`config.mk`:
```
export PLATFORM = sky130hd
export DESIGN_NAME = rtc_irq_and_alarm_match
export DESIGN_NICKNAME = d
export VERILOG_FILES = /design/src/design/rtc_irq_pkg.sv /design/src/design/rtc_irq_and_alarm_match.sv
export SDC_FILE = /design/constraint.sdc
export NUM_CORES = 1
export LEC_CHECK = 0
export BUFFER_PORTS_ARGS = -buffer_cell sky130_fd_sc_hd__buf_2
export CAP_MARGIN = 20
export CORE_ASPECT_RATIO = 0.9
export CORE_MARGIN = 2
export CORE_UTILIZATION = 33
export CTS_CLUSTER_DIAMETER = 100
export DETAILED_ROUTE_END_ITERATION = 10
export PLACE_DENSITY = 0.78
export SLEW_MARGIN = 10
export SYNTH_ARGS = -nofsm -noshare
export SYNTH_HDL_FRONTEND = slang
export SYNTH_SLANG_ARGS = --single-unit
```
`constraint.sdc`:
```
create_clock -name clk_i -period 1.2 [get_ports clk_i]
set_input_delay 0 -clock clk_i [delete_from_list [all_inputs] [get_ports clk_i]]
set_output_delay 0 -clock clk_i [all_outputs]
set_load 0.02 [all_outputs]
```
`src/design/rtc_irq_pkg.sv`:
```
package rtc_irq_pkg;

    // ************************************************************
    // register map
    // ************************************************************
    localparam int ADDR_W = 8;
    localparam int DATA_W = 8;
    localparam logic [ADDR_W-1:0] IRQ_ENABLE_ADDR = 8'h01;
    localparam logic [ADDR_W-1:0] IRQ_FLAGS_ADDR = 8'h02;

    // ************************************************************
    // field layout shared by the enable and flag registers
    // ************************************************************
    localparam int SRC_N = 5;
    localparam int ALARM_BIT = 0;
    localparam int TIMER_BIT = 1;
    localparam int LOW_VOLT1_BIT = 2;
    localparam int LOW_VOLT2_BIT = 3;
    localparam int RECOVERY_BIT = 4;

    // ************************************************************
    // alarm field layout
    // ************************************************************
    localparam int ALARM_FIELDS = 7;
    localparam int ALARM_FIELD_ENABLE_BIT = 7;
    localparam int ALARM_VALUE_W = 7;

    // ************************************************************
    // reset values
    // ************************************************************
    localparam logic [SRC_N-1:0] IRQ_ENABLE_RESET = 5'h00;
    localparam logic [SRC_N-1:0] IRQ_FLAGS_RESET = 5'h00;
    localparam logic [DATA_W-1:0] READ_IDLE = 8'h00;

endpackage

```
`src/design/rtc_irq_and_alarm_match.sv`:
```
`timescale 1ns/1ps

// Functional notes
// - Bits 7 to 5 of enable and flag registers read as zero.
// - Timer flag sets on countdown end only while timer enable is one.
// - Each alarm field has its own enable at bit 7; disabled fields are ignored.
// - Enabled alarm fields are compared with the matching current watch value.
// - Alarm flag sets when enabled and all enabled comparisons first match together.
// - Alarm flag and request persist until software writes zero to it.
// - After clearing, alarm flag sets again only on a fresh match.
// - Request pin is active low open-drain: pulls low or releases.
// - Request follows flag bits 0 to 4 at 02h gated by their enables.
// - Writing zero to alarm or timer flag releases request if nothing else pending.
// - Low-voltage 1 request releases only when its flag and status are both clear.
// - Low-voltage 2 request releases only when its flag and status are both clear.
// - Recovery request releases only when its flag and status are both clear.
// - Timer flag and request stay set until software writes zero to it.
// - Recovery flag sets when a self-recovery reset has been executed.
module rtc_irq_and_alarm_match #(
    parameter int FIELDS = rtc_irq_pkg::ALARM_FIELDS
) (
    input wire logic clk_i,
    input wire logic resetn_i,
    input wire logic [rtc_irq_pkg::ADDR_W-1:0] reg_addr_i,
    input wire logic [rtc_irq_pkg::DATA_W-1:0] reg_wdata_i,
    input wire logic reg_wr_i,
    input wire logic reg_rd_i,
    output logic [rtc_irq_pkg::DATA_W-1:0] reg_rdata_o,
    input wire logic [FIELDS*rtc_irq_pkg::DATA_W-1:0] alarm_fields_i,
    input wire logic [FIELDS*rtc_irq_pkg::DATA_W-1:0] watch_values_i,
    input wire logic timer_zero_i,
    input wire logic low_volt1_event_i,
    input wire logic low_volt2_event_i,
    input wire logic recovery_event_i,
    input wire logic low_volt1_status_i,
    input wire logic low_volt2_status_i,
    input wire logic recovery_status_i,
    output logic irq_n_o,
    output logic irq_n_oe_o
);

    localparam int DW = rtc_irq_pkg::DATA_W;
    localparam int SN = rtc_irq_pkg::SRC_N;

    initial begin
        if (FIELDS < 1 || FIELDS > rtc_irq_pkg::ALARM_FIELDS) begin
            $error("FIELDS out of range");
        end
    end

    // ************************************************************
    // register decode
    // ************************************************************
    wire logic enable_sel = (reg_addr_i == rtc_irq_pkg::IRQ_ENABLE_ADDR);
    wire logic flags_sel = (reg_addr_i == rtc_irq_pkg::IRQ_FLAGS_ADDR);
    wire logic enable_wr = reg_wr_i && enable_sel;
    wire logic flags_wr = reg_wr_i && flags_sel;

    logic [SN-1:0] enable_q;
    logic [SN-1:0] enable_d;
    logic [SN-1:0] flags_q;
    logic [SN-1:0] flags_d;
    logic match_prev_q;
    logic [DW-1:0] rdata_d;
    logic [DW-1:0] rdata_q;
    logic irq_oe_q;
    logic irq_oe_d;

    // ************************************************************
    // alarm comparison
    // ************************************************************
    logic [FIELDS-1:0] field_ok;
    logic [FIELDS-1:0] field_on;

    genvar g;
    generate
        for (g = 0; g < FIELDS; g++) begin : g_field
            wire logic [DW-1:0] alarm_byte = alarm_fields_i[g*DW +: DW];
            wire logic [DW-1:0] watch_byte = watch_values_i[g*DW +: DW];
            assign field_on[g] = alarm_byte[rtc_irq_pkg::ALARM_FIELD_ENABLE_BIT];
            // a disabled field counts as matching so it drops out of the AND
            assign field_ok[g] = !field_on[g] ||
                (alarm_byte[rtc_irq_pkg::ALARM_VALUE_W-1:0] ==
                 watch_byte[rtc_irq_pkg::ALARM_VALUE_W-1:0]);
        end
    endgenerate

    // with no field enabled there is nothing to match, so no alarm fires
    wire logic alarm_match = (|field_on) && (&field_ok);
    // only the first cycle of a match counts; a lasting match cannot retrigger
    wire logic alarm_rise = alarm_match && !match_prev_q;

    // ************************************************************
    // flag set and clear
    // ************************************************************
    logic [SN-1:0] flag_set;
    always_comb begin
        flag_set = '0;
        flag_set[rtc_irq_pkg::ALARM_BIT] = alarm_rise && enable_q[rtc_irq_pkg::ALARM_BIT];
        flag_set[rtc_irq_pkg::TIMER_BIT] = timer_zero_i && enable_q[rtc_irq_pkg::TIMER_BIT];
        flag_set[rtc_irq_pkg::LOW_VOLT1_BIT] = low_volt1_event_i;
        flag_set[rtc_irq_pkg::LOW_VOLT2_BIT] = low_volt2_event_i;
        flag_set[rtc_irq_pkg::RECOVERY_BIT] = recovery_event_i;
    end

    // write-zero clears, write-one keeps, and a new event wins over a clear
    wire logic [SN-1:0] flag_keep = flags_wr ? (flags_q & reg_wdata_i[SN-1:0]) : flags_q;
    assign flags_d = flag_keep | flag_set;
    assign enable_d = enable_wr ? reg_wdata_i[SN-1:0] : enable_q;

    // ************************************************************
    // request pin
    // ************************************************************
    logic [SN-1:0] held;
    always_comb begin
        held = flags_d;
        // status bits live elsewhere; they keep the request up until cleared too
        held[rtc_irq_pkg::LOW_VOLT1_BIT] = flags_d[rtc_irq_pkg::LOW_VOLT1_BIT] || low_volt1_status_i;
        held[rtc_irq_pkg::LOW_VOLT2_BIT] = flags_d[rtc_irq_pkg::LOW_VOLT2_BIT] || low_volt2_status_i;
        held[rtc_irq_pkg::RECOVERY_BIT] = flags_d[rtc_irq_pkg::RECOVERY_BIT] || recovery_status_i;
    end
    // computed from the next state so a clearing write releases on the same edge
    assign irq_oe_d = |(enable_d & held);

    // ************************************************************
    // read path
    // ************************************************************
    wire logic [DW-1:0] enable_word = {{(DW-SN){1'b0}}, enable_q};
    wire logic [DW-1:0] flags_word = {{(DW-SN){1'b0}}, flags_q};
    assign rdata_d = !reg_rd_i ? rdata_q :
                     enable_sel ? enable_word :
                     flags_sel ? flags_word : rtc_irq_pkg::READ_IDLE;

    // ************************************************************
    // state
    // ************************************************************
    always_ff @(posedge clk_i) begin
        if (!resetn_i) begin
            enable_q <= rtc_irq_pkg::IRQ_ENABLE_RESET;
            flags_q <= rtc_irq_pkg::IRQ_FLAGS_RESET;
            match_prev_q <= 1'b0;
            rdata_q <= rtc_irq_pkg::READ_IDLE;
            irq_oe_q <= 1'b0;
        end else begin
            enable_q <= enable_d;
            flags_q <= flags_d;
            match_prev_q <= alarm_match;
            rdata_q <= rdata_d;
            irq_oe_q <= irq_oe_d;
        end
    end

    assign reg_rdata_o = rdata_q;
    // open drain: the pin is only ever driven low, never high
    assign irq_n_o = 1'b0;
    assign irq_n_oe_o = irq_oe_q;

endmodule

```
# After elaboration in Yosys (flattened, before gate mapping)
# Index checks and enable logic that the tools add are counted.
# classes
eq_ne,9
n_mux,4
reduce_logical,27
bitwise_logic,3
# ops
op,n
== test 7 bit,7
2-to-1 mux 5 bit,4
AND 5 bit,2
logical OR 1 bit,10
== test 8 x 1 -> 1 bit (second input constant),1
== test 8 x 2 -> 1 bit (second input constant),1
zero test 1 bit,8
AND reduction 7 bit,1
OR reduction 7 bit,1
logical AND 1 bit,6
bitwise OR 5 bit,1
OR reduction 5 bit,1
# totals
out_inout_bits,10
ff_bits,20
input_bits,139
elab_cells,48

# Logic depth before layout (Yosys ltp)
# depth
word_depth,10
ltp_mapped,8
depth_no_buf,6

# Least setup slack after synthesis
# No wires, ideal clock.
# synth_path
kind,in2reg
start,input port watch_values_i[10] (netlist name)
end,register irq_oe_q (netlist: irq_n_oe_o)
setup_ns,0.062
required_time_ns,1.138
path_buffers,0
arrival_time_ns,1.252
slack_ns,-0.114
stages,6
cell_sequence,xor2_1 -> nor4_2 -> a31o_1 -> nand4_1 -> or4_1 -> nand3_1
# synth_between
elab_chain_cells,9
# synth_rtl
element,line,source
start: declaration,rtc_irq_and_alarm_match.sv:30,"input wire logic [FIELDS*rtc_irq_pkg::DATA_W-1:0] watch_values_i,"
== test 7 bit,rtc_irq_and_alarm_match.sv:83,(alarm_byte[rtc_irq_pkg::ALARM_VALUE_W-1:0] ==
logical OR 1 bit,rtc_irq_and_alarm_match.sv:82,assign field_ok[g] = !field_on[g] ||
AND reduction 7 bit,rtc_irq_and_alarm_match.sv:89,wire logic alarm_match = (|field_on) && (&field_ok);
logical AND 1 bit,rtc_irq_and_alarm_match.sv:89,
logical AND 1 bit,rtc_irq_and_alarm_match.sv:91,wire logic alarm_rise = alarm_match && !match_prev_q;
logical AND 1 bit,rtc_irq_and_alarm_match.sv:99,flag_set[rtc_irq_pkg::ALARM_BIT] = alarm_rise && enable_q[rtc_irq_pkg::ALARM_BIT];
bitwise OR 5 bit,rtc_irq_and_alarm_match.sv:108,assign flags_d = flag_keep | flag_set;
AND 5 bit,rtc_irq_and_alarm_match.sv:123,assign irq_oe_d = |(enable_d & held);
OR reduction 5 bit,rtc_irq_and_alarm_match.sv:123,
end signal: assignment,rtc_irq_and_alarm_match.sv:149,irq_oe_q <= irq_oe_d;
end: declaration,rtc_irq_and_alarm_match.sv:66,logic irq_oe_q;
# No other way between the ends.
# A chain may end at the register's enable or synchronous reset.

# Worst setup path in the final report
# layout_path
start,register match_prev_q
end,register irq_oe_q (netlist: irq_n_oe_o)
# layout_between
elab_chain_cells,6
# layout_rtl
element,line,source
start: declaration,rtc_irq_and_alarm_match.sv:63,logic match_prev_q;
start signal: assignment,rtc_irq_and_alarm_match.sv:147,match_prev_q <= alarm_match;
zero test 1 bit,rtc_irq_and_alarm_match.sv:91,
logical AND 1 bit,rtc_irq_and_alarm_match.sv:91,
logical AND 1 bit,rtc_irq_and_alarm_match.sv:99,
bitwise OR 5 bit,rtc_irq_and_alarm_match.sv:108,
AND 5 bit,rtc_irq_and_alarm_match.sv:123,
OR reduction 5 bit,rtc_irq_and_alarm_match.sv:123,
# No other way between the ends.

==> impl_metrics.ini <==
[synthesis]
syn_avg_cell_area_um2 = 8.22
synth_xor_area_share_pct = 29.0
syn_area_um2 = 1480
ys_types = 37
synth-seq-cells = 17
yosys.area_share.adder_pct = 0
yosys.area_share.simple_pct = 21.8
ys.warnings.count = 0
seq_area_frac_synth_pct = 23.0
muxShareOfSynthArea_pct = 2.03
synth_compound_area_share_pct = 19.4
synth_area_leaders = dfxtp_1 (23%), xor2_1 (15%), xnor2_1 (14%), a21oi_1 (4.1%), nand3_1 (3.7%)
synth_top_area_share_pct = 23.0
synth_top_cell_by_area = dfxtp_1
synth_top_family_by_area = XOR/XNOR gates
synthCells = 180

[worst_setup_path]
crit_path_end_kind = flip-flop
critical_path_class = flip-flop to flip-flop
cp.arrival_ns = 1.47
worstPathMaxFanout = 2
start_kind = flip-flop
critical_path_required_ns = 1.40

[placed_design]
io_buffers = 134
dp_slack_ns = -0.323
dpl.hpwl_um = 4540
gp_congestion = 0.809

[detailed_routing]
dr.pass1.iters = 4
drc_errors = 0
routed_wl_um = 5050
wire_per_inst_um = 12.9
viasPerCell = 4.64
ant_nets = 0
vias = 1813
drt_iter0_drc = 42

[power_and_ir_drop]
p_int_mw = 1.11
power_density_nw_per_um2 = 645
pwr-share-comb_pct = 34.7
p_sw_mw = 0.437
pwr-share-clk_pct = 28.0
switching_share_pct = 28.3
cellLeakagePower_nw = 1.14
ir_worst_vdd_uv = 317
pwr-share-seq_pct = 37.3

[final_layout]
antenna_cells = 0
drive_above_1_share_pct = 48.9
final_common_cell = buf_2
area_growth_pct = 61.8
mostFrequentLayoutCells = buf_2 (134), xor2_1 (25), xnor2_1 (24)
nNetsFinal = 469

[global_route]
grt.overflow.total = 0
gr-usage-met2_pct = 39.6
grt_max_degree = 12
grt-busiest-layer = met2
met3_usage_pct = 5.82
grt_pass1_vias = 1844
antenna_found_initial = 0
grt_usage_pct = 20.0
grt_pass1_wl_um = 7680
globalRouteMet1Util_pct = 19.6

[floorplanning]
num_io_pins = 149
die-area_um2 = 5040
die_y_um = 67.5
rows = 23
die_w_um = 74.6
start_util_pct = 33.8
coreArea_um2 = 4370

[sta]
fin_hold_ws_ns = -0.00515
rsz0062_at_grt = true
timing.fmax_mhz = 788
fin_skew_ns = 0.00529
hold_viol_final = 1
min_period_over_period_pct = 106
final_max_slew_viol_count = 0
setup_violations = 1
finalWorstSetupSlack_ns = -0.0691
min_period_ns = 1.27

[run_status]
status = finished, violations left
violations = hold timing, setup timing

[clock_network]
cts_max_level = 1
clockBufferDepth = 2
numCtsBuffers = 3
clock-sinks = 17
root_buffer = clkbuf_8
cts_tree = done
clock_latency_ns = 0.26
path_clk_slew_ns = 0.06

[flow_run]
drv_cap = 0

[hold_path]
hp-class = primary input to flip-flop
area by class of cell:
| class | count | area [µm²] |
|---|---|---|
| clock buffer | 4 | 45.0 |
| inverter | 3 | 11.3 |
| tap | 62 | 77.6 |
| multi-input combinational | 153 | 1110 |
| sequential | 17 | 340 |
| fill | 446 | 1980 |
| timing repair buffer | 152 | 808 |
worst paths after layout:
| kind | from | to | slack, ns | cells past startpoint |
|---|---|---|---|---|
| worst max register to register | match_prev_q$_SDFF_PN0_ | irq_n_oe_o$_SDFF_PN0_ | -0.07 | 4 |
| worst min-delay path | low_volt1_status_i | irq_n_oe_o$_SDFF_PN0_ | -0.005 | 3 |
| worst min register to register | reg_rdata_o[0]$_SDFFE_PN0P_ | reg_rdata_o[0]$_SDFFE_PN0P_ | 0.47 | 2 |
| worst max-delay path | match_prev_q$_SDFF_PN0_ | irq_n_oe_o$_SDFF_PN0_ | -0.07 | 4 |
metal layers:
layer  wire (µm)  vias up
met1        1790      784
met3         426       10
met2        2720       89
met5           0        -
li1            -      930
met4         110        0
power by group through the flow:
stage               sequential (mW)  clock (mW)  combinational (mW)
global route                  0.576       0.463               0.588
detailed placement            0.589           0               0.530
finish                        0.576       0.433               0.536
global placement              0.589           0               0.517
CTS                           0.576       0.446               0.535
floorplan                     0.588           0               0.234
cell families after synthesis:
family,count (synthesis)
AO/OA/AOI/OAI,38
XOR/XNOR,49
buffers and inverters,13
flip-flops,17
multiplexers,3
other,1
AND/OR/NAND/NOR,59
through the flow:
step	total power [mW]	utilization (%)	TNS (ns)	area, µm²	std cells
2_1_floorplan	0.822	-	-0.0182	1510	183
3_3_place_gp	1.11	53.0	-0.643	2320	385
3_5_place_dp	1.12	53.0	-0.770	2320	385
4_1_cts	1.56	54.4	-0.0655	2380	391
5_1_grt	1.63	54.7	-0.189	2390	391
6_report	1.54	54.7	-0.0691	2390	391
worst max-delay path, stage by stage (launching register included):
cell	delay (ns)
dfxtp_1	0.29
nand3b_1	0.16
o21bai_1	0.16
or4_1	0.51
nand3_1	0.09
cell usage after synthesis:
cell,instances
a21oi_1,12
a22o_1,5
a31o_1,1
and2_1,2
and3_1,1
buf_1,1
buf_4,5
clkbuf_1,4
conb_1,1
dfxtp_1,17
inv_1,3
mux2i_1,3
nand2_1,13
nand2b_1,6
nand3_1,11
nand3b_1,1
nand4_1,7
nor2_1,6
nor2b_1,2
nor3_1,2
nor3b_1,2
nor4_1,3
nor4_2,2
o2111a_1,1
o21a_1,1
o21ai_0,7
o21ai_1,1
o21bai_1,1
o22a_1,1
o31a_1,1
o41a_1,1
o41ai_1,4
o41ai_2,1
o41ai_4,1
or4_1,1
xnor2_1,24
xor2_1,25
sequential cells by signal, summed over array words and instances (netlist names):
signal        count
match_prev_q      1
reg_rdata_o       5
enable_q          5
flags_q           5
irq_n_oe_o        1
what timing repair did:
action	CTS	global route
cloned	0	0
gates resized for setup	0	2
pin swaps	2	1
hold endpoints to repair	1	0
hold buffers	1	0
setup buffers	1	0
setup endpoints to repair	1	3
Power figures use the tool's default switching activity.
